$ cat src/rtl/adc_ctrl_pkg.sv
package adc_ctrl_pkg;

    // Register word offsets (byte addresses on the 32-bit bus)
    localparam logic [4:0] CTRL0_OFFSET = 5'h00;
    localparam logic [4:0] CTRL1_OFFSET = 5'h04;
    localparam logic [4:0] RESULT_OFFSET = 5'h08;
    localparam logic [4:0] IRQ_STATUS_OFFSET = 5'h0c;
    // Mask needs its own word; a 4-bit address would fold it onto control 0
    localparam logic [4:0] IRQ_MASK_OFFSET = 5'h10;

    // Control register 0 bit positions
    localparam int START_BIT = 7;
    localparam int BUSY_BIT = 6;
    localparam int ENABLE_BIT = 5;
    localparam int JUSTIFY_BIT = 4;

    localparam logic [7:0] CTRL_RESET = 8'h00;

    // Input source codes
    localparam logic [2:0] SRC_EXT = 3'h0;
    localparam logic [2:0] SRC_AMP0 = 3'h1;
    localparam logic [2:0] SRC_AMP2 = 3'h3;
    localparam logic [2:0] SRC_DAC = 3'h4;

    // Number of external channels wired to pins
    localparam logic [3:0] EXT_CHANNELS = 4'h4;

    // Reference codes
    localparam logic [1:0] REF_SUPPLY = 2'h1;
    localparam logic [1:0] REF_DAC = 2'h2;

    // Conversion length in converter clocks
    localparam logic [4:0] CONV_CLOCKS = 5'h10;

    typedef struct packed {
        logic [3:0] ext_onehot;
        logic [2:0] amp_onehot;
        logic dac_out_sel;
        logic ref_pin_sel;
        logic ref_supply_sel;
        logic ref_dac_sel;
    } analog_route_t;

endpackage : adc_ctrl_pkg

$ cat src/rtl/adc_control_registers.sv
// Local design decisions: the address map and the Wishbone slave port.
`timescale 1ns/1ps
// Notes on behaviour
// - Source 000 or 101..111 takes external path; 001..011 amplifiers; 100 DAC output.
// - Channel codes 0..3 connect external inputs 0..3; 4..15 connect nothing.
// - Reference 00 external pin, 01 converter supply, 10 DAC reference.
// - Converter clock is system clock divided by two to the clock select code.
// - Conversion starts only after start goes high then low again.
// - Busy sets on start, clears at completion in the same cycle as the interrupt flag sets.
// - Justify 0 packs result left in high/low bytes; 1 packs it right.
// - Result bytes keep their contents while the converter is disabled.
module adc_control_registers
    import adc_ctrl_pkg::*;
#(
    parameter int RESULT_WIDTH = 12
)
(
    input wire logic clk_i,
    input wire logic rst_i,
    input wire logic wb_cyc_i,
    input wire logic wb_stb_i,
    input wire logic wb_we_i,
    input wire logic [4:0] wb_adr_i,
    input wire logic [3:0] wb_sel_i,
    input wire logic [31:0] wb_dat_i,
    output logic [31:0] wb_dat_o,
    output logic wb_ack_o,
    input wire logic [RESULT_WIDTH-1:0] conv_data_i,
    output analog_route_t route_o,
    output logic converter_enable_o,
    output logic conv_clk_en_o,
    output logic conv_sample_o,
    output logic irq_o
);

    logic [7:0] ctrl0_reg, ctrl0_next;
    logic [7:0] ctrl1_reg, ctrl1_next;
    logic [15:0] result_reg, result_next;
    logic [31:0] dat_reg, dat_next;
    logic ack_reg, ack_next;
    logic irq_stat_reg, irq_stat_next;
    logic irq_mask_reg, irq_mask_next;
    logic irq_reg, irq_next;
    logic busy_reg, busy_next;
    logic [6:0] div_reg, div_next;
    logic [4:0] tick_cnt_reg, tick_cnt_next;
    logic tick_reg, tick_next;
    logic sample_reg, sample_next;
    analog_route_t route_reg, route_next;

    logic wr_stb;
    logic rd_stb;
    logic done;
    logic [2:0] src;
    logic [3:0] chan;
    logic [1:0] vref;
    logic start_fall;
    logic [6:0] div_mask;

    assign wr_stb = wb_cyc_i && wb_stb_i && wb_we_i && !ack_reg && wb_sel_i[0];
    assign rd_stb = wb_cyc_i && wb_stb_i && !ack_reg;
    assign src = ctrl1_reg[7:5];
    assign vref = ctrl1_reg[4:3];
    assign chan = ctrl0_reg[3:0];
    assign div_mask = 7'(({7'h00, 1'b1} << ctrl1_reg[2:0]) - 8'h01);
    assign done = busy_reg && tick_reg && (tick_cnt_reg == CONV_CLOCKS - 5'h01);

    // Register file and start handshake
    always_comb
    begin
        ctrl0_next = ctrl0_reg;
        ctrl1_next = ctrl1_reg;
        irq_mask_next = irq_mask_reg;
        start_fall = 1'b0;
        if (wr_stb && wb_adr_i == CTRL0_OFFSET)
        begin
            ctrl0_next = wb_dat_i[7:0];
            ctrl0_next[BUSY_BIT] = 1'b0;
            start_fall = ctrl0_reg[START_BIT] && !wb_dat_i[START_BIT];
        end
        if (wr_stb && wb_adr_i == CTRL1_OFFSET)
        begin
            ctrl1_next = wb_dat_i[7:0];
        end
        if (wr_stb && wb_adr_i == IRQ_MASK_OFFSET)
        begin
            irq_mask_next = wb_dat_i[0];
        end
    end

    // Conversion sequencer
    always_comb
    begin
        busy_next = busy_reg;
        result_next = result_reg;
        irq_stat_next = irq_stat_reg;
        div_next = (div_reg & div_mask) == div_mask ? 7'h00 : 7'(div_reg + 7'h01);
        tick_next = busy_reg && ((div_reg & div_mask) == div_mask);
        tick_cnt_next = tick_cnt_reg;
        if (!ctrl0_reg[ENABLE_BIT])
        begin
            busy_next = 1'b0;
            tick_cnt_next = 5'h00;
        end
        else if (start_fall && !busy_reg)
        begin
            busy_next = 1'b1;
            tick_cnt_next = 5'h00;
            div_next = 7'h00;
        end
        else if (done)
        begin
            busy_next = 1'b0;
            irq_stat_next = 1'b1;
            if (ctrl0_reg[JUSTIFY_BIT])
                result_next = {4'h0, conv_data_i};
            else
                result_next = {conv_data_i, 4'h0};
        end
        else if (tick_reg)
        begin
            tick_cnt_next = 5'(tick_cnt_reg + 5'h01);
        end
        // At divide by one the divider is always due; no stray pulse once busy drops
        tick_next = tick_next && busy_next;
        // Set wins over a same-cycle write-one clear
        if (wr_stb && wb_adr_i == IRQ_STATUS_OFFSET && wb_dat_i[0] && !done)
        begin
            irq_stat_next = 1'b0;
        end
        sample_next = busy_next && !busy_reg;
        irq_next = irq_stat_next && irq_mask_next;
    end

    // Analog routing decode
    always_comb
    begin
        route_next = '0;
        if (src == SRC_EXT || src > SRC_DAC)
        begin
            if (chan < EXT_CHANNELS)
                route_next.ext_onehot = 4'(4'h1 << chan[1:0]);
        end
        else if (src == SRC_DAC)
        begin
            route_next.dac_out_sel = 1'b1;
        end
        else
        begin
            route_next.amp_onehot = 3'(3'h1 << 2'(src - SRC_AMP0));
        end
        route_next.ref_supply_sel = vref == REF_SUPPLY;
        route_next.ref_dac_sel = vref == REF_DAC;
        route_next.ref_pin_sel = vref != REF_SUPPLY && vref != REF_DAC;
    end

    // Bus answer
    always_comb
    begin
        ack_next = rd_stb;
        dat_next = 32'h0000_0000;
        if (rd_stb && !wb_we_i)
        begin
            unique case (wb_adr_i)
                CTRL0_OFFSET: dat_next = {24'h0000_00, ctrl0_reg[7], busy_reg, ctrl0_reg[5:0]};
                CTRL1_OFFSET: dat_next = {24'h0000_00, ctrl1_reg};
                RESULT_OFFSET: dat_next = {16'h0000, result_reg};
                IRQ_STATUS_OFFSET: dat_next = {31'h0, irq_stat_reg};
                IRQ_MASK_OFFSET: dat_next = {31'h0, irq_mask_reg};
                default: dat_next = 32'h0000_0000;
            endcase
        end
    end

    always_ff @(posedge clk_i)
    begin
        if (rst_i)
        begin
            ctrl0_reg <= CTRL_RESET;
            ctrl1_reg <= CTRL_RESET;
            result_reg <= 16'h0000;
            dat_reg <= 32'h0000_0000;
            ack_reg <= 1'b0;
            irq_stat_reg <= 1'b0;
            irq_mask_reg <= 1'b0;
            irq_reg <= 1'b0;
            busy_reg <= 1'b0;
            div_reg <= 7'h00;
            tick_cnt_reg <= 5'h00;
            tick_reg <= 1'b0;
            sample_reg <= 1'b0;
            route_reg <= '0;
        end
        else
        begin
            ctrl0_reg <= ctrl0_next;
            ctrl1_reg <= ctrl1_next;
            result_reg <= result_next;
            dat_reg <= dat_next;
            ack_reg <= ack_next;
            irq_stat_reg <= irq_stat_next;
            irq_mask_reg <= irq_mask_next;
            irq_reg <= irq_next;
            busy_reg <= busy_next;
            div_reg <= div_next;
            tick_cnt_reg <= tick_cnt_next;
            tick_reg <= tick_next;
            sample_reg <= sample_next;
            route_reg <= route_next;
        end
    end

    assign wb_dat_o = dat_reg;
    assign wb_ack_o = ack_reg;
    assign route_o = route_reg;
    assign converter_enable_o = ctrl0_reg[ENABLE_BIT];
    assign conv_clk_en_o = tick_reg;
    assign conv_sample_o = sample_reg;
    assign irq_o = irq_reg;
endmodule : adc_control_registers

$ cat config.mk
export PLATFORM = sky130hd
export DESIGN_NAME = adc_control_registers
export DESIGN_NICKNAME = d
export VERILOG_FILES = /design/src/rtl/adc_ctrl_pkg.sv /design/src/rtl/adc_control_registers.sv
export SDC_FILE = /design/constraint.sdc
export NUM_CORES = 1
export LEC_CHECK = 0
export ABC_CLOCK_PERIOD_IN_PS = 1800
export BUFFER_PORTS_ARGS = -buffer_cell sky130_fd_sc_hd__buf_2
export CORE_MARGIN = 2
export CORE_UTILIZATION = 47
export CTS_BUF_LIST = sky130_fd_sc_hd__clkbuf_4
export DETAILED_ROUTE_END_ITERATION = 10
export PLACE_DENSITY = 0.84
export SETUP_SLACK_MARGIN = 0.05
export SYNTH_ARGS = -nofsm -noshare
export SYNTH_HDL_FRONTEND = slang
export SYNTH_SLANG_ARGS = --single-unit
export TNS_END_PERCENT = 30
$ cat constraint.sdc
create_clock -name clk_i -period 1.8 [get_ports clk_i]
set_clock_uncertainty 0.05 [all_clocks]
set_input_delay 0.36 -clock clk_i [delete_from_list [all_inputs] [get_ports clk_i]]
set_output_delay 0.36 -clock clk_i [all_outputs]
set_load 0.01 [all_outputs]
======== Yosys cells after proc, flatten, opt, wreduce, memory -nomap -nowiden ========
Cells that the tools add are included.
Widths: inputs -> output; s select.
storage, ports and cells
  memory bits (writable) .................. 0
  bits in latches ......................... 0
  memories kept ........................... 0
  input bits .............................. 58
  ROM bits ................................ 0
  register bits ........................... 93
cells by class
  equal/unequal tests ..................... 11
  multiplexer cells ....................... 15
  bitwise operators ....................... 7
  magnitude comparators ................... 2
  reduce and logical (&&, ||, !) cells .... 36
  shift-type cells ........................ 3
  multiply operators ...................... 0
  add/sub/neg operators ................... 4
  div/mod/pow operators ................... 0
operators with widths
  operator             number
  $pmux 16 s5          1
  $logic_and 1x1->1    21
  $mux 7               3
  $mux 16              1
  $eq 5x4->1 const B   3
  $mux 1               10
  $reduce_or 3->1      3
  $add 7x1->7 const B  1
  $and 7x7->7          1
  $eq 7x7->1           1
  $shl 1x3->7 const A  1
  $sub 7x1->7 const B  1
  $not 1->1            6
  $add 5x1->5 const B  1
  $eq 5x3->1 const B   1
  $eq 5x5->1 const B   1
  $logic_not 1->1      5
  $logic_not 5->1      1
  $lt 4x3->1 const B   1
  $reduce_or 2->1      2
  $shl 1x2->4 const A  1
  $eq 3x3->1 const B   1
  $gt 3x3->1 const B   1
  $logic_not 3->1      1
  other kinds (9)      9

======== Longest topological paths before layout ========
Gate-level depths: netlist (run 1).
  depth in word-level cells ............... 11
  mapped depth ............................ 8
  gate-level depth less buffers ........... 7

======== Worst setup path after synthesis (run 1) ========
OpenSTA, ideal clock, no wires.
  kind .................................... input-to-reg
  start ................................... input port wb_adr_i[4]
  end ..................................... register div_reg[2]
  arrival ................................. 1.782 ns
  required time ........................... 1.601 ns
  library setup time ...................... 0.149 ns
  stages .................................. 5
  path buffers ............................ 1
  slack ................................... -0.181 ns
  cell sequence ........................... or3_1 or4_4 buf_6 o31ai_4 nor3_1
between the ends
  word-level cells in the longest chain between the ends .. 6
RTL lines
  what                    RTL line                      source
  start: declaration      adc_control_registers.sv:23   input wire logic [4:0] wb_adr_i,
  $logic_not 5->1         adc_control_registers.sv:75   if (wr_stb && wb_adr_i == CTRL0_OFFSET)
  $logic_and 1x1->1       adc_control_registers.sv:75
  $mux 1                  adc_control_registers.sv:75
  $logic_and 1x1->1       adc_control_registers.sv:105  else if (start_fall && !busy_reg)
  $mux 7                  adc_control_registers.sv:105
  $mux 7                  adc_control_registers.sv:100  if (!ctrl0_reg[ENABLE_BIT])
  end signal: assignment  adc_control_registers.sv:205  div_reg <= div_next;
  end: declaration        adc_control_registers.sv:45   logic [6:0] div_reg, div_next;
Every way passes these cells.
A chain may end at the register's enable or synchronous reset.

======== Final worst setup path (run 1) ========
  start ................................... register tick_cnt_reg[0]
  end ..................................... register tick_cnt_reg[3]
between the ends
  word-level cells in the longest chain between the ends .. 4
  elaborated cells on any way between the ends .. 5
  those cells by class .................... add/sub: 1; eq/ne: 1; bitwise: 1; reduce/logical: 2
RTL lines
  what                                                                 RTL line                      source
  start: declaration                                                   adc_control_registers.sv:46   logic [4:0] tick_cnt_reg, tick_cnt_next;
  start signal: assignment                                             adc_control_registers.sv:206  tick_cnt_reg <= tick_cnt_next;
  parallel branches: the longest is 4 deep, another holds $add 5x1->5  -
Parallel ways; which one is timed is not known.

==> flow_summary_export.csv, run 1 <==
group,metric,value,unit
clocking,cts.reportedPaths.clkPinSlew,0.14,ns
run_status,run_status,"finished, violations left",
worst_hold_path,hold_crit_depth,3,
clocking,cts_root_buffer,"sky130_fd_sc_hd__clkbuf_4",
final_layout,layout.filler_cells,518,
drt,first_pass_iters,9,
floorplan,die-area,0.00735,sq mm
floorplan,initial_core_util,48.9,%
setup_path,worst_path_max_fanout,6,
timing,share_of_the_clock_period_used_by_the_worst_path,94.7,%
logic_synthesis,synth.most_common_cell,"sky130_fd_sc_hd__dfxtp_1",
floorplan,fp.dieW,85.8,um
worst_hold_path,hold_path_class,"primary input to flop",
final_layout,final_instance_area,0.00387,sq mm
logic_synthesis,syn_avg_cell_area,9.49,sq um
place,place_congestion,0.877,
floorplan,core_outline_area,0.00642,sq mm
drt,detail_route.drc_violations,5,
logic_synthesis,synthesized_flop_and_latch_total,77,
logic_synthesis,yosys_warnings,0,
setup_path,cp-end-kind,"flop",
final_layout,final_util,60.3,%
clocking,tritoncts.num_buffers,9,
timing,rsz0062_at_grt,"yes",
drt,avgRoutedWirePerCell,14.2,um
global_route,globalRouteOverflowTotal,0,
clocking,worstSkewPairLatency,0.43,ns
global_route,number_of_antenna_violations_at_the_first_check_in_global_routing,0,
logic_synthesis,number_of_flops_mapped_to_enable_cells_by_yosys,0,
drt,post_route_wl,7.18,mm
drt,vias_per_cell,5.34,
drt,drtAntennaViolNets,0,
setup_path,worstRegToRegCells,8,
final_layout,layout-drive-gt1-share,28.3,%
logic_synthesis,postSynthCellCount,331,
logic_synthesis,synth_largest_area_cell,"sky130_fd_sc_hd__dfxtp_1",
logic_synthesis,post_synth_instance_area,0.00314,sq mm
drt,routed-via-count,2691,
clocking,clock_path_buffers,2,
logic_synthesis,yosysUniqueCellTypes,44,
global_route,grt_pass1_vias,2342,
timing,slew_violations,0,
clocking,cts-htree-levels,3,
timing,setup_viol,0,
global_route,grt_start_max_net_pins,27,
logic_synthesis,synth_common_cells,"77 x sky130_fd_sc_hd__dfxtp_1, 45 x sky130_fd_sc_hd__nor2_1, 30 x sky130_fd_sc_hd__nand2_1, 21 x sky130_fd_sc_hd__mux2i_1, 16 x sky130_fd_sc_hd__buf_4",
setup_path,worstPathRequired,2.07,ns
clocking,tritoncts_clock_tree,"done",
logic_synthesis,synth-main-ff-cell,"sky130_fd_sc_hd__dfxtp_1",
global_route,first_pass_grt_wire_length,10.8,mm
clocking,cts_sinks,77,
worst_hold_path,hold_path_startpoint,"wb_dat_i[4]",
power_and_ir_drop,power_per_cell_area,754,mW/mm^2
floorplan,floorplan.die.height,85.8,um
final_layout,antenna_cells,0,
setup_path,setup.worst_path.class,"flop to flop",
global_route,globalRouteTotalUtil,18.9,%
final_layout,nNetsFinal,487,
final_layout,area_delta_synth_final,23.3,%
setup_path,critical_path.startpoint_type,"flop",
place,postPlaceCellArea,0.00366,sq mm
logic_synthesis,netlist_top_cells_area,"sky130_fd_sc_hd__dfxtp_1 49%, sky130_fd_sc_hd__mux2i_1 6.7%, sky130_fd_sc_hd__nor2_1 5.4%, sky130_fd_sc_hd__buf_4 3.8%, sky130_fd_sc_hd__nand2_1 3.6%",
setup_path,regToRegEndpoint,"tick_cnt_reg[3]",
run_status,violations_in_the_final_reports,"DRC",
timing,timing_hold_violations_final,0,
final_layout,multi_input_comb_area,0.00149,sq mm
floorplan,row_count,29,
setup_path,critical-path-slowest-cell,"sky130_fd_sc_hd__dfxtp_2",
power_and_ir_drop,peakVddDrop,437,uV
logic_synthesis,synth_top_area_share,49.1,%
setup_path,cp_data_arrival_time,1.97,ns
timing,timing_limited_maximum_frequency,586,MHz
logic_synthesis,synth_seq_area_share,49.1,%
job,max_cap_viol_count,0,
drt,drt_iter0_drc,276,
setup_path,max_stage_delay,0.35,ns
place,post_detailed_placement_half_perimeter_wirelength,5.03,mm
timing,post-route-min-period,1.71,ns
final_layout,ff_latch_area,0.00154,sq mm
worst_hold_path,hold_path_end,"ctrl1_reg[4]",
setup_path,rrSetupSlack,0.09,ns
power_and_ir_drop,static_leakage,0.00156,uW
place,placement.io_buffers,62,
setup_path,cp_cell_sequence,"ha_1, and3_1, ha_4, a21boi_1, buf_4, nand4_1, xor2_1, nor2_1",
floorplan,boundaryPins,106,
logic_synthesis,async_reset_ff_share,0,%
setup_path,crit-reg2reg-launch,"tick_cnt_reg[0]",
clocking,cts_hold_buf,0,
-- critical path: cells and delay by family, from the launching register on --
kind / cells / cell delay (ns)
compound gates: 1 / 0.14
xor+xnor: 1 / 0.15
flops: 1 / 0.35
buf+inv: 1 / 0.16
fa+ha+maj: 2 / 0.38
simple gates: 3 / 0.38
-- placed cells by master (no fill, tap or decap), types with 3 or more instances in the layout --
master / Yosys / final
sky130_fd_sc_hd__a211oi_1: 9 / 7
sky130_fd_sc_hd__a21oi_1: 15 / 15
sky130_fd_sc_hd__a222oi_1: 7 / 7
sky130_fd_sc_hd__and2_1: 11 / 11
sky130_fd_sc_hd__buf_2: 0 / 62
sky130_fd_sc_hd__buf_4: 16 / 26
sky130_fd_sc_hd__clkbuf_4: 0 / 9
sky130_fd_sc_hd__conb_1: 1 / 16
sky130_fd_sc_hd__dfxtp_1: 77 / 75
sky130_fd_sc_hd__ha_1: 7 / 6
sky130_fd_sc_hd__inv_1: 9 / 9
sky130_fd_sc_hd__mux2i_1: 21 / 21
sky130_fd_sc_hd__nand2_1: 30 / 30
sky130_fd_sc_hd__nand2b_1: 3 / 3
sky130_fd_sc_hd__nand3_1: 11 / 11
sky130_fd_sc_hd__nand3b_1: 5 / 5
sky130_fd_sc_hd__nand4_1: 3 / 3
sky130_fd_sc_hd__nor2_1: 45 / 45
sky130_fd_sc_hd__nor2b_1: 4 / 4
sky130_fd_sc_hd__nor3_1: 11 / 11
sky130_fd_sc_hd__nor3b_1: 5 / 5
sky130_fd_sc_hd__xnor2_1: 4 / 4
sky130_fd_sc_hd__xor2_1: 4 / 4
-- worst max path at each step --
stage | to | from | slack [ns]
after floorplan | div_reg[2] | wb_adr_i[4] | -0.14
after global placement | div_reg[5] | wb_adr_i[4] | -0.22
after detailed placement | div_reg[4] | wb_adr_i[4] | -0.25
after CTS | tick_cnt_reg[3] | tick_cnt_reg[0] | 0.05
after global routing | tick_cnt_reg[3] | tick_cnt_reg[0] | 0.02
final | tick_cnt_reg[3] | tick_cnt_reg[0] | 0.09
-- metal layers --
| metal | up-vias | part of all wire (%) | track usage (%) |
|---|---|---|---|
| met5 | - | 0 | 0 |
| met4 | 0 | 2.0 | 7.36 |
| met3 | 17 | 6.4 | 5.58 |
| met2 | 117 | 49 | 31.1 |
| met1 | 1248 | 43 | 23.3 |
| li1 | 1309 | - | - |
-- kinds of logic (layout without fill, tap and decap cells) --
kind of cell | count (synthesis) | in the layout | share of synthesized area (%)
simple gates | 140 | 140 | 22.5
flops | 77 | 77 | 49.1
compound gates | 42 | 42 | 10.2
buf+inv | 35 | 116 | 6.33
mux | 21 | 21 | 6.69
xor+xnor | 8 | 8 | 2.23
fa+ha+maj | 7 | 7 | 2.79
other cells | 1 | 16 | 0.119
-- layout make-up --
class	count	share of cell area (%)
clock buffer	9	1.74
clock inverter	7	1.87
inverter	9	0.872
multi-input combinational	234	38.4
sequential	77	39.9
tap	77	2.49
timing repair buffer	91	14.7
-- power breakdown --
part,internal [uW],leakage (uW),switching (uW)
logic,61.0,0.000861,88.4
registers,1710,0.000622,1.47
clock network,428,0.0000743,631
-- metrics by stage --
step / hold slack (ns) / worst slack (ns) / total power (uW) / std cells / setup TNS [ns]
2_1_floorplan: 0.375 / -0.145 / 1830 / 346 / -1.27
3_3_place_gp: 0.385 / -0.223 / 1890 / 484 / -5.57
3_5_place_dp: 0.391 / -0.249 / 1890 / 484 / -6.22
4_1_cts: 0.124 / 0.0523 / 2920 / 500 / 0
5_1_grt: 0.118 / 0.0169 / 3010 / 504 / 0
6_report: 0.130 / 0.0949 / 2920 / 504 / 0
-- what timing repair did --
action,CTS,global route
gates cloned,0,1
buffers inserted,0,3
resized for setup,3,4
pin swaps,0,1
endpoints found under the setup margin,10,18
Power figures use the tool's default switching activity.
==> run 2, diff against run 1 <==
--- a/config.mk
+++ b/config.mk
@@ -5,6 +5,7 @@
 export SDC_FILE = /design/constraint.sdc
 export NUM_CORES = 1
 export LEC_CHECK = 0
+export ABC_AREA = 1
 export ABC_CLOCK_PERIOD_IN_PS = 1800
 export BUFFER_PORTS_ARGS = -buffer_cell sky130_fd_sc_hd__buf_2
 export CORE_MARGIN = 2
==> flow_summary_export.csv, run 2 <==
group,metric,value,unit
run_status,run_status,"complete, no violations",
drt,detail_route.drc_violations,0,
final_layout,nNetsFinal,554,
setup_path,critical-path-slowest-cell,"sky130_fd_sc_hd__dfxtp_1",
logic_synthesis,postSynthCellCount,416,
floorplan,row_count,30,
clocking,tritoncts_clock_tree,"done",
drt,drt_iter0_drc,180,
global_route,first_pass_grt_wire_length,11.2,mm
clocking,worstSkewPairLatency,0.43,ns
setup_path,setup.worst_path.class,"flop to flop",
logic_synthesis,synth_largest_area_cell,"sky130_fd_sc_hd__dfxtp_1",
power_and_ir_drop,switchingPower,693,uW
logic_synthesis,post_synth_instance_area,0.00324,sq mm
setup_path,worst_path_max_fanout,5,
final_layout,most_common_library_cell_in_the_layout_ignoring_fill_and_taps,"sky130_fd_sc_hd__dfxtp_1",
floorplan,fp.dieW,87.1,um
final_layout,multi_input_comb_area,0.00148,sq mm
logic_synthesis,synthesized_flop_and_latch_total,77,
global_route,globalRouteOverflowTotal,0,
logic_synthesis,synth.most_common_cell,"sky130_fd_sc_hd__dfxtp_1",
logic_synthesis,yosys_warnings,0,
drt,vias_per_cell,5.06,
setup_path,cp_cell_sequence,"inv_1, ha_1, ha_1, nand2_1, nor3_1, nand2_1, nor2_1",
setup_path,critical_path.startpoint_type,"flop",
final_layout,ff_latch_area,0.00154,sq mm
power_and_ir_drop,seq_power_share,54.0,%
clocking,cts.reportedPaths.clkPinSlew,0.13,ns
floorplan,die-area,0.00758,sq mm
logic_synthesis,yosysUniqueCellTypes,29,
logic_synthesis,syn_avg_cell_area,7.80,sq um
global_route,grt_start_max_net_pins,22,
power_and_ir_drop,combPwrFrac,4.6,%
power_and_ir_drop,switching_share,21.9,%
setup_path,worstPathRequired,2.13,ns
drt,drtAntennaViolNets,0,
timing,slew_violations,0,
logic_synthesis,synth_top_area_share,47.5,%
clocking,clock_path_buffers,2,
timing,setup_total_negative_slack,0,ns
place,place_congestion,0.897,
timing,post-route-min-period,1.66,ns
logic_synthesis,synth_common_cells,"77 x sky130_fd_sc_hd__dfxtp_1, 72 x sky130_fd_sc_hd__nand2_1, 65 x sky130_fd_sc_hd__nor2_1, 40 x sky130_fd_sc_hd__inv_1, 31 x sky130_fd_sc_hd__o21ai_0",
drt,post_route_wl,7.16,mm
setup_path,max_stage_delay,0.41,ns
drt,routed-via-count,2905,
logic_synthesis,netlist_top_cells_area,"sky130_fd_sc_hd__dfxtp_1 48%, sky130_fd_sc_hd__nand2_1 8.3%, sky130_fd_sc_hd__nor2_1 7.5%, sky130_fd_sc_hd__o21ai_0 4.8%, sky130_fd_sc_hd__inv_1 4.6%",
timing,rsz0062_at_grt,"yes",
place,post_detailed_placement_half_perimeter_wirelength,5.30,mm
timing,setup_ws,0.139,ns
timing,timing_limited_maximum_frequency,602,MHz
setup_path,cp-end-kind,"flop",
clocking,cts-htree-levels,3,
timing,setup_viol,0,
drt,avgRoutedWirePerCell,12.5,um
floorplan,floorplan.die.height,87.1,um
final_layout,antenna_cells,0,
job,max_cap_viol_count,0,
final_layout,area_delta_synth_final,19.6,%
worst_hold_path,hold_path_class,"primary input to flop",
final_layout,layout.filler_cells,586,
power_and_ir_drop,internal-power,2470,uW
logic_synthesis,synth_seq_area_share,47.5,%
clocking,tritoncts.num_buffers,9,
global_route,globalRouteTotalUtil,19.0,%
power_and_ir_drop,pwr-share-clk,41.4,%
final_layout,commonest_cells_after_routing_fill_and_taps_aside,"75 x sky130_fd_sc_hd__dfxtp_1, 70 x sky130_fd_sc_hd__nand2_1, 64 x sky130_fd_sc_hd__nor2_1, 62 x sky130_fd_sc_hd__buf_2, 39 x sky130_fd_sc_hd__inv_1",
logic_synthesis,async_reset_ff_share,0,%
power_and_ir_drop,static_leakage,0.00179,uW
logic_synthesis,number_of_flops_mapped_to_enable_cells_by_yosys,0,
timing,share_of_the_clock_period_used_by_the_worst_path,92.3,%
power_and_ir_drop,fin_total_pwr,3170,uW
final_layout,layout-drive-gt1-share,23.5,%
clocking,cts_sinks,77,
power_and_ir_drop,peakVddDrop,358,uV
floorplan,boundaryPins,106,
power_and_ir_drop,power_per_cell_area,816,mW/mm^2
logic_synthesis,synth-main-ff-cell,"sky130_fd_sc_hd__dfxtp_1",
setup_path,cp_data_arrival_time,1.99,ns
clocking,cts_root_buffer,"sky130_fd_sc_hd__clkbuf_4",
place,post_place_setup_slack,0.0127,ns
floorplan,initial_core_util,48.3,%
floorplan,core_outline_area,0.00672,sq mm
global_route,grt_pass1_vias,2664,
timing,timing_hold_violations_final,0,
global_route,number_of_antenna_violations_at_the_first_check_in_global_routing,0,
drt,first_pass_iters,4,
place,placement.io_buffers,62,
final_layout,final_util,57.8,%
-- run 2: cell types whose count changed in the layout (fill, tap and decap cells not counted), moves of 7 or more --
cell / delta
sky130_fd_sc_hd__a222oi_1: -7
sky130_fd_sc_hd__and2_1: -11
sky130_fd_sc_hd__buf_4: -17
sky130_fd_sc_hd__inv_1: +30
sky130_fd_sc_hd__mux2i_1: -21
sky130_fd_sc_hd__nand2_1: +40
sky130_fd_sc_hd__nand4_1: +8
sky130_fd_sc_hd__nor2_1: +19
sky130_fd_sc_hd__o21ai_0: +31
-- run 2: worst max-delay path, delay by kind of cell (launching register included) --
kind / cells / cell delay, ns
and+or+nand+nor: 4 / 0.57
buffers and inverters: 1 / 0.08
adders and majority gates: 2 / 0.52
DFF: 1 / 0.41
-- run 2: power groups by stage --
stage | clock, uW | sequential [uW] | combinational, uW
after floorplan | 0 | 1750 | 96.6
after global placement | 0 | 1750 | 141
after detailed placement | 0 | 1750 | 143
after CTS | 1340 | 1710 | 144
after global routing | 1410 | 1710 | 161
final | 1310 | 1710 | 147
-- run 2: cell families (layout without fill, tap and decap cells) --
family	count (synthesis)	in the layout	synth area share [%]
xor+xnor	8	8	2.16
flops	77	77	47.5
simple gates	189	189	26.4
other cells	1	16	0.116
buf+inv	72	135	10.4
fa+ha+maj	7	7	2.70
compound gates	62	62	10.8
-- run 2: layer usage --
| metal | track usage, % | up-vias | routed length (um) |
|---|---|---|---|
| met5 | 0 | - | 0 |
| met4 | 8.81 | 0 | 147 |
| met3 | 5.31 | 17 | 380 |
| met2 | 32.3 | 76 | 3560 |
| met1 | 22.0 | 1350 | 3070 |
| li1 | - | 1462 | - |
-- run 2: through the flow --
step,cells,hold slack [ns],cell area (sq um)
6_report,574,0.132,3880
3_3_place_gp,554,0.388,3600
5_1_grt,574,0.129,3880
4_1_cts,570,0.103,3790
3_5_place_dp,554,0.391,3600
2_1_floorplan,431,0.375,3300
-- run 2: worst paths after layout --
kind                                      from            end  slack (ns)  cells past startpoint
worst min register to register  result_reg[14]   wb_dat_o[14]        0.42                      2
worst max-delay path              ctrl1_reg[5]     route_o[9]        0.14                      7
worst max register to register    ctrl1_reg[5]     route_o[9]        0.14                      7
worst min-delay path            conv_data_i[3]  result_reg[3]        0.13                      3
-- run 2: cell type report --
| class | count | area share [%] |
|---|---|---|
| Sequential cell | 77 | 39.8 |
| Multi-Input combinational cell | 282 | 38.0 |
| Timing Repair Buffer | 73 | 10.3 |
| Inverter | 46 | 4.48 |
| Clock inverter | 6 | 2.87 |
| Tap cell | 80 | 2.58 |
| Clock buffer | 10 | 1.93 |
-- run 2: timing repair --
action,4_1_cts,5_1_grt
endpoints found under the setup margin,9,25
gates resized for setup,1,19
hold buffers,0,0
endpoints found under the hold margin,0,0
pin swaps,0,2
gates cloned,0,2
setup buffers,0,2
==> run 3, diff against run 2 <==
--- a/config.mk
+++ b/config.mk
@@ -5,14 +5,15 @@
 export SDC_FILE = /design/constraint.sdc
 export NUM_CORES = 1
 export LEC_CHECK = 0
-export ABC_AREA = 1
 export ABC_CLOCK_PERIOD_IN_PS = 1800
 export BUFFER_PORTS_ARGS = -buffer_cell sky130_fd_sc_hd__buf_2
+export CELL_PAD_IN_SITES_DETAIL_PLACEMENT = 1
+export CELL_PAD_IN_SITES_GLOBAL_PLACEMENT = 1
 export CORE_MARGIN = 2
-export CORE_UTILIZATION = 47
+export CORE_UTILIZATION = 35
 export CTS_BUF_LIST = sky130_fd_sc_hd__clkbuf_4
 export DETAILED_ROUTE_END_ITERATION = 10
-export PLACE_DENSITY = 0.84
+export PLACE_DENSITY = 0.85
 export SETUP_SLACK_MARGIN = 0.05
 export SYNTH_ARGS = -nofsm -noshare
 export SYNTH_HDL_FRONTEND = slang
==> flow_summary_export.csv, run 3 (synthesis results as in run 1) <==
group,metric,value,unit
place,placement.io_buffers,62,
drt,drtAntennaViolNets,0,
timing,setup_total_negative_slack,0,ns
drt,post_route_wl,8.63,mm
timing,setup_viol,0,
place,post_detailed_placement_half_perimeter_wirelength,6.11,mm
drt,routed-via-count,2748,
place,post_place_setup_slack,-0.276,ns
run_status,run_status,"complete, no violations",
floorplan,boundaryPins,106,
floorplan,die-area,0.00975,sq mm
drt,avgRoutedWirePerCell,16.2,um
power_and_ir_drop,power_per_cell_area,719,mW/mm^2
floorplan,core_outline_area,0.00872,sq mm
worst_hold_path,hold_path_end,"ctrl0_reg[4]",
setup_path,worstRegToRegCells,7,
clocking,cts_root_buffer,"sky130_fd_sc_hd__clkbuf_4",
clocking,clock_path_buffers,2,
setup_path,rrSetupSlack,0.06,ns
final_layout,layout-drive-gt1-share,30.3,%
final_layout,nNetsFinal,486,
final_layout,final_util,45.4,%
setup_path,crit-reg2reg-launch,"tick_cnt_reg[0]",
drt,drt_iter0_drc,81,
setup_path,cp-end-kind,"flop",
final_layout,final_instance_area,0.00396,sq mm
clocking,cts-htree-levels,3,
global_route,globalRouteTotalUtil,17.5,%
place,postPlaceCellArea,0.00370,sq mm
worst_hold_path,hold_path_startpoint,"wb_dat_i[4]",
worst_hold_path,hold_crit_depth,3,
timing,rsz0062_at_grt,"yes",
final_layout,antenna_cells,0,
power_and_ir_drop,peakVddDrop,351,uV
timing,timing_hold_violations_final,0,
global_route,first_pass_grt_wire_length,13.6,mm
setup_path,worstPathRequired,2.10,ns
drt,first_pass_iters,5,
global_route,grt_start_max_net_pins,26,
drt,detail_route.drc_violations,0,
timing,share_of_the_clock_period_used_by_the_worst_path,96.8,%
global_route,number_of_antenna_violations_at_the_first_check_in_global_routing,0,
setup_path,worst_path_max_fanout,12,
setup_path,critical_path.startpoint_type,"flop",
timing,setup_ws,0.0576,ns
floorplan,fp.dieW,98.7,um
worst_hold_path,hold_path_class,"primary input to flop",
clocking,cts.reportedPaths.clkPinSlew,0.14,ns
floorplan,row_count,34,
clocking,cts_hold_buf,0,
final_layout,area_delta_synth_final,25.9,%
clocking,tritoncts.num_buffers,9,
timing,timing_limited_maximum_frequency,574,MHz
place,place_congestion,0.825,
final_layout,commonest_cells_after_routing_fill_and_taps_aside,"74 x sky130_fd_sc_hd__dfxtp_1, 62 x sky130_fd_sc_hd__buf_2, 45 x sky130_fd_sc_hd__nor2_1, 30 x sky130_fd_sc_hd__nand2_1, 25 x sky130_fd_sc_hd__buf_4",
global_route,globalRouteOverflowTotal,0,
global_route,grt_pass1_vias,2790,
setup_path,setup.worst_path.class,"flop to flop",
setup_path,regToRegEndpoint,"result_reg[13]",
floorplan,floorplan.die.height,98.7,um
job,max_cap_viol_count,0,
power_and_ir_drop,static_leakage,0.00155,uW
setup_path,cp_data_arrival_time,2.04,ns
final_layout,most_common_library_cell_in_the_layout_ignoring_fill_and_taps,"sky130_fd_sc_hd__dfxtp_1",
clocking,cts_sinks,77,
drt,vias_per_cell,5.15,
clocking,tritoncts_clock_tree,"done",
clocking,worstSkewPairLatency,0.43,ns
timing,slew_violations,0,
floorplan,initial_core_util,36.0,%
timing,post-route-min-period,1.74,ns
## run 3: area by class of cell
type	count	area, sq um
Inverter	9	33.8
Fill cell	1029	4770
Timing Repair Buffer	90	563
Tap cell	108	135
Multi-Input combinational cell	234	1550
Clock inverter	7	58.8
Sequential cell	77	1550
Clock buffer	9	67.6
## run 3: power breakdown
part / internal, uW / switching, uW / total, uW
sequential: 1710 / 1.60 / 1710
combinational: 61.0 / 94.4 / 155
clock: 302 / 677 / 979
## run 3: worst max-delay path, stage by stage, from the launching register on
cell and delay (ns):
sky130_fd_sc_hd__dfxtp_2 0.38, sky130_fd_sc_hd__ha_4 0.13, sky130_fd_sc_hd__and3_4 0.19, sky130_fd_sc_hd__ha_4 0.15, sky130_fd_sc_hd__and4_4 0.29, sky130_fd_sc_hd__clkbuf_16 0.18
sky130_fd_sc_hd__nand3b_1 0.09, sky130_fd_sc_hd__a21oi_1 0.20
## run 3: stage by stage
step / hold slack [ns] / total power [uW] / cells
6_report: 0.123 / 2840 / 534
5_1_grt: 0.116 / 2970 / 534
4_1_cts: 0.108 / 2880 / 533
3_5_place_dp: 0.393 / 1900 / 516
3_3_place_gp: 0.385 / 1890 / 516
2_1_floorplan: 0.375 / 1830 / 346
## run 3: layer usage
metal	track usage [%]	share of wire, %	wire, um
met1	21.5	43	3700
met2	30.0	51	4390
met3	3.62	4.4	377
met4	6.53	1.8	158
met5	0	0	0
## run 3: what timing repair did
action                     4_1_cts  5_1_grt
pin swaps                        0        2
cloned                           0        1
buffers inserted                 1        0
setup endpoints to repair       29       33
resized for setup                7       12
## run 3: how the worst max path moves through the flow
| stage | endpoint | cells after the start | start |
|---|---|---|---|
| after floorplan | div_reg[2] | 5 | wb_adr_i[4] |
| after global placement | div_reg[5] | 5 | wb_adr_i[4] |
| after detailed placement | div_reg[4] | 5 | wb_adr_i[4] |
| after CTS | result_reg[10] | 7 | tick_cnt_reg[0] |
| after global routing | result_reg[13] | 7 | tick_cnt_reg[0] |
| final | result_reg[13] | 7 | tick_cnt_reg[0] |
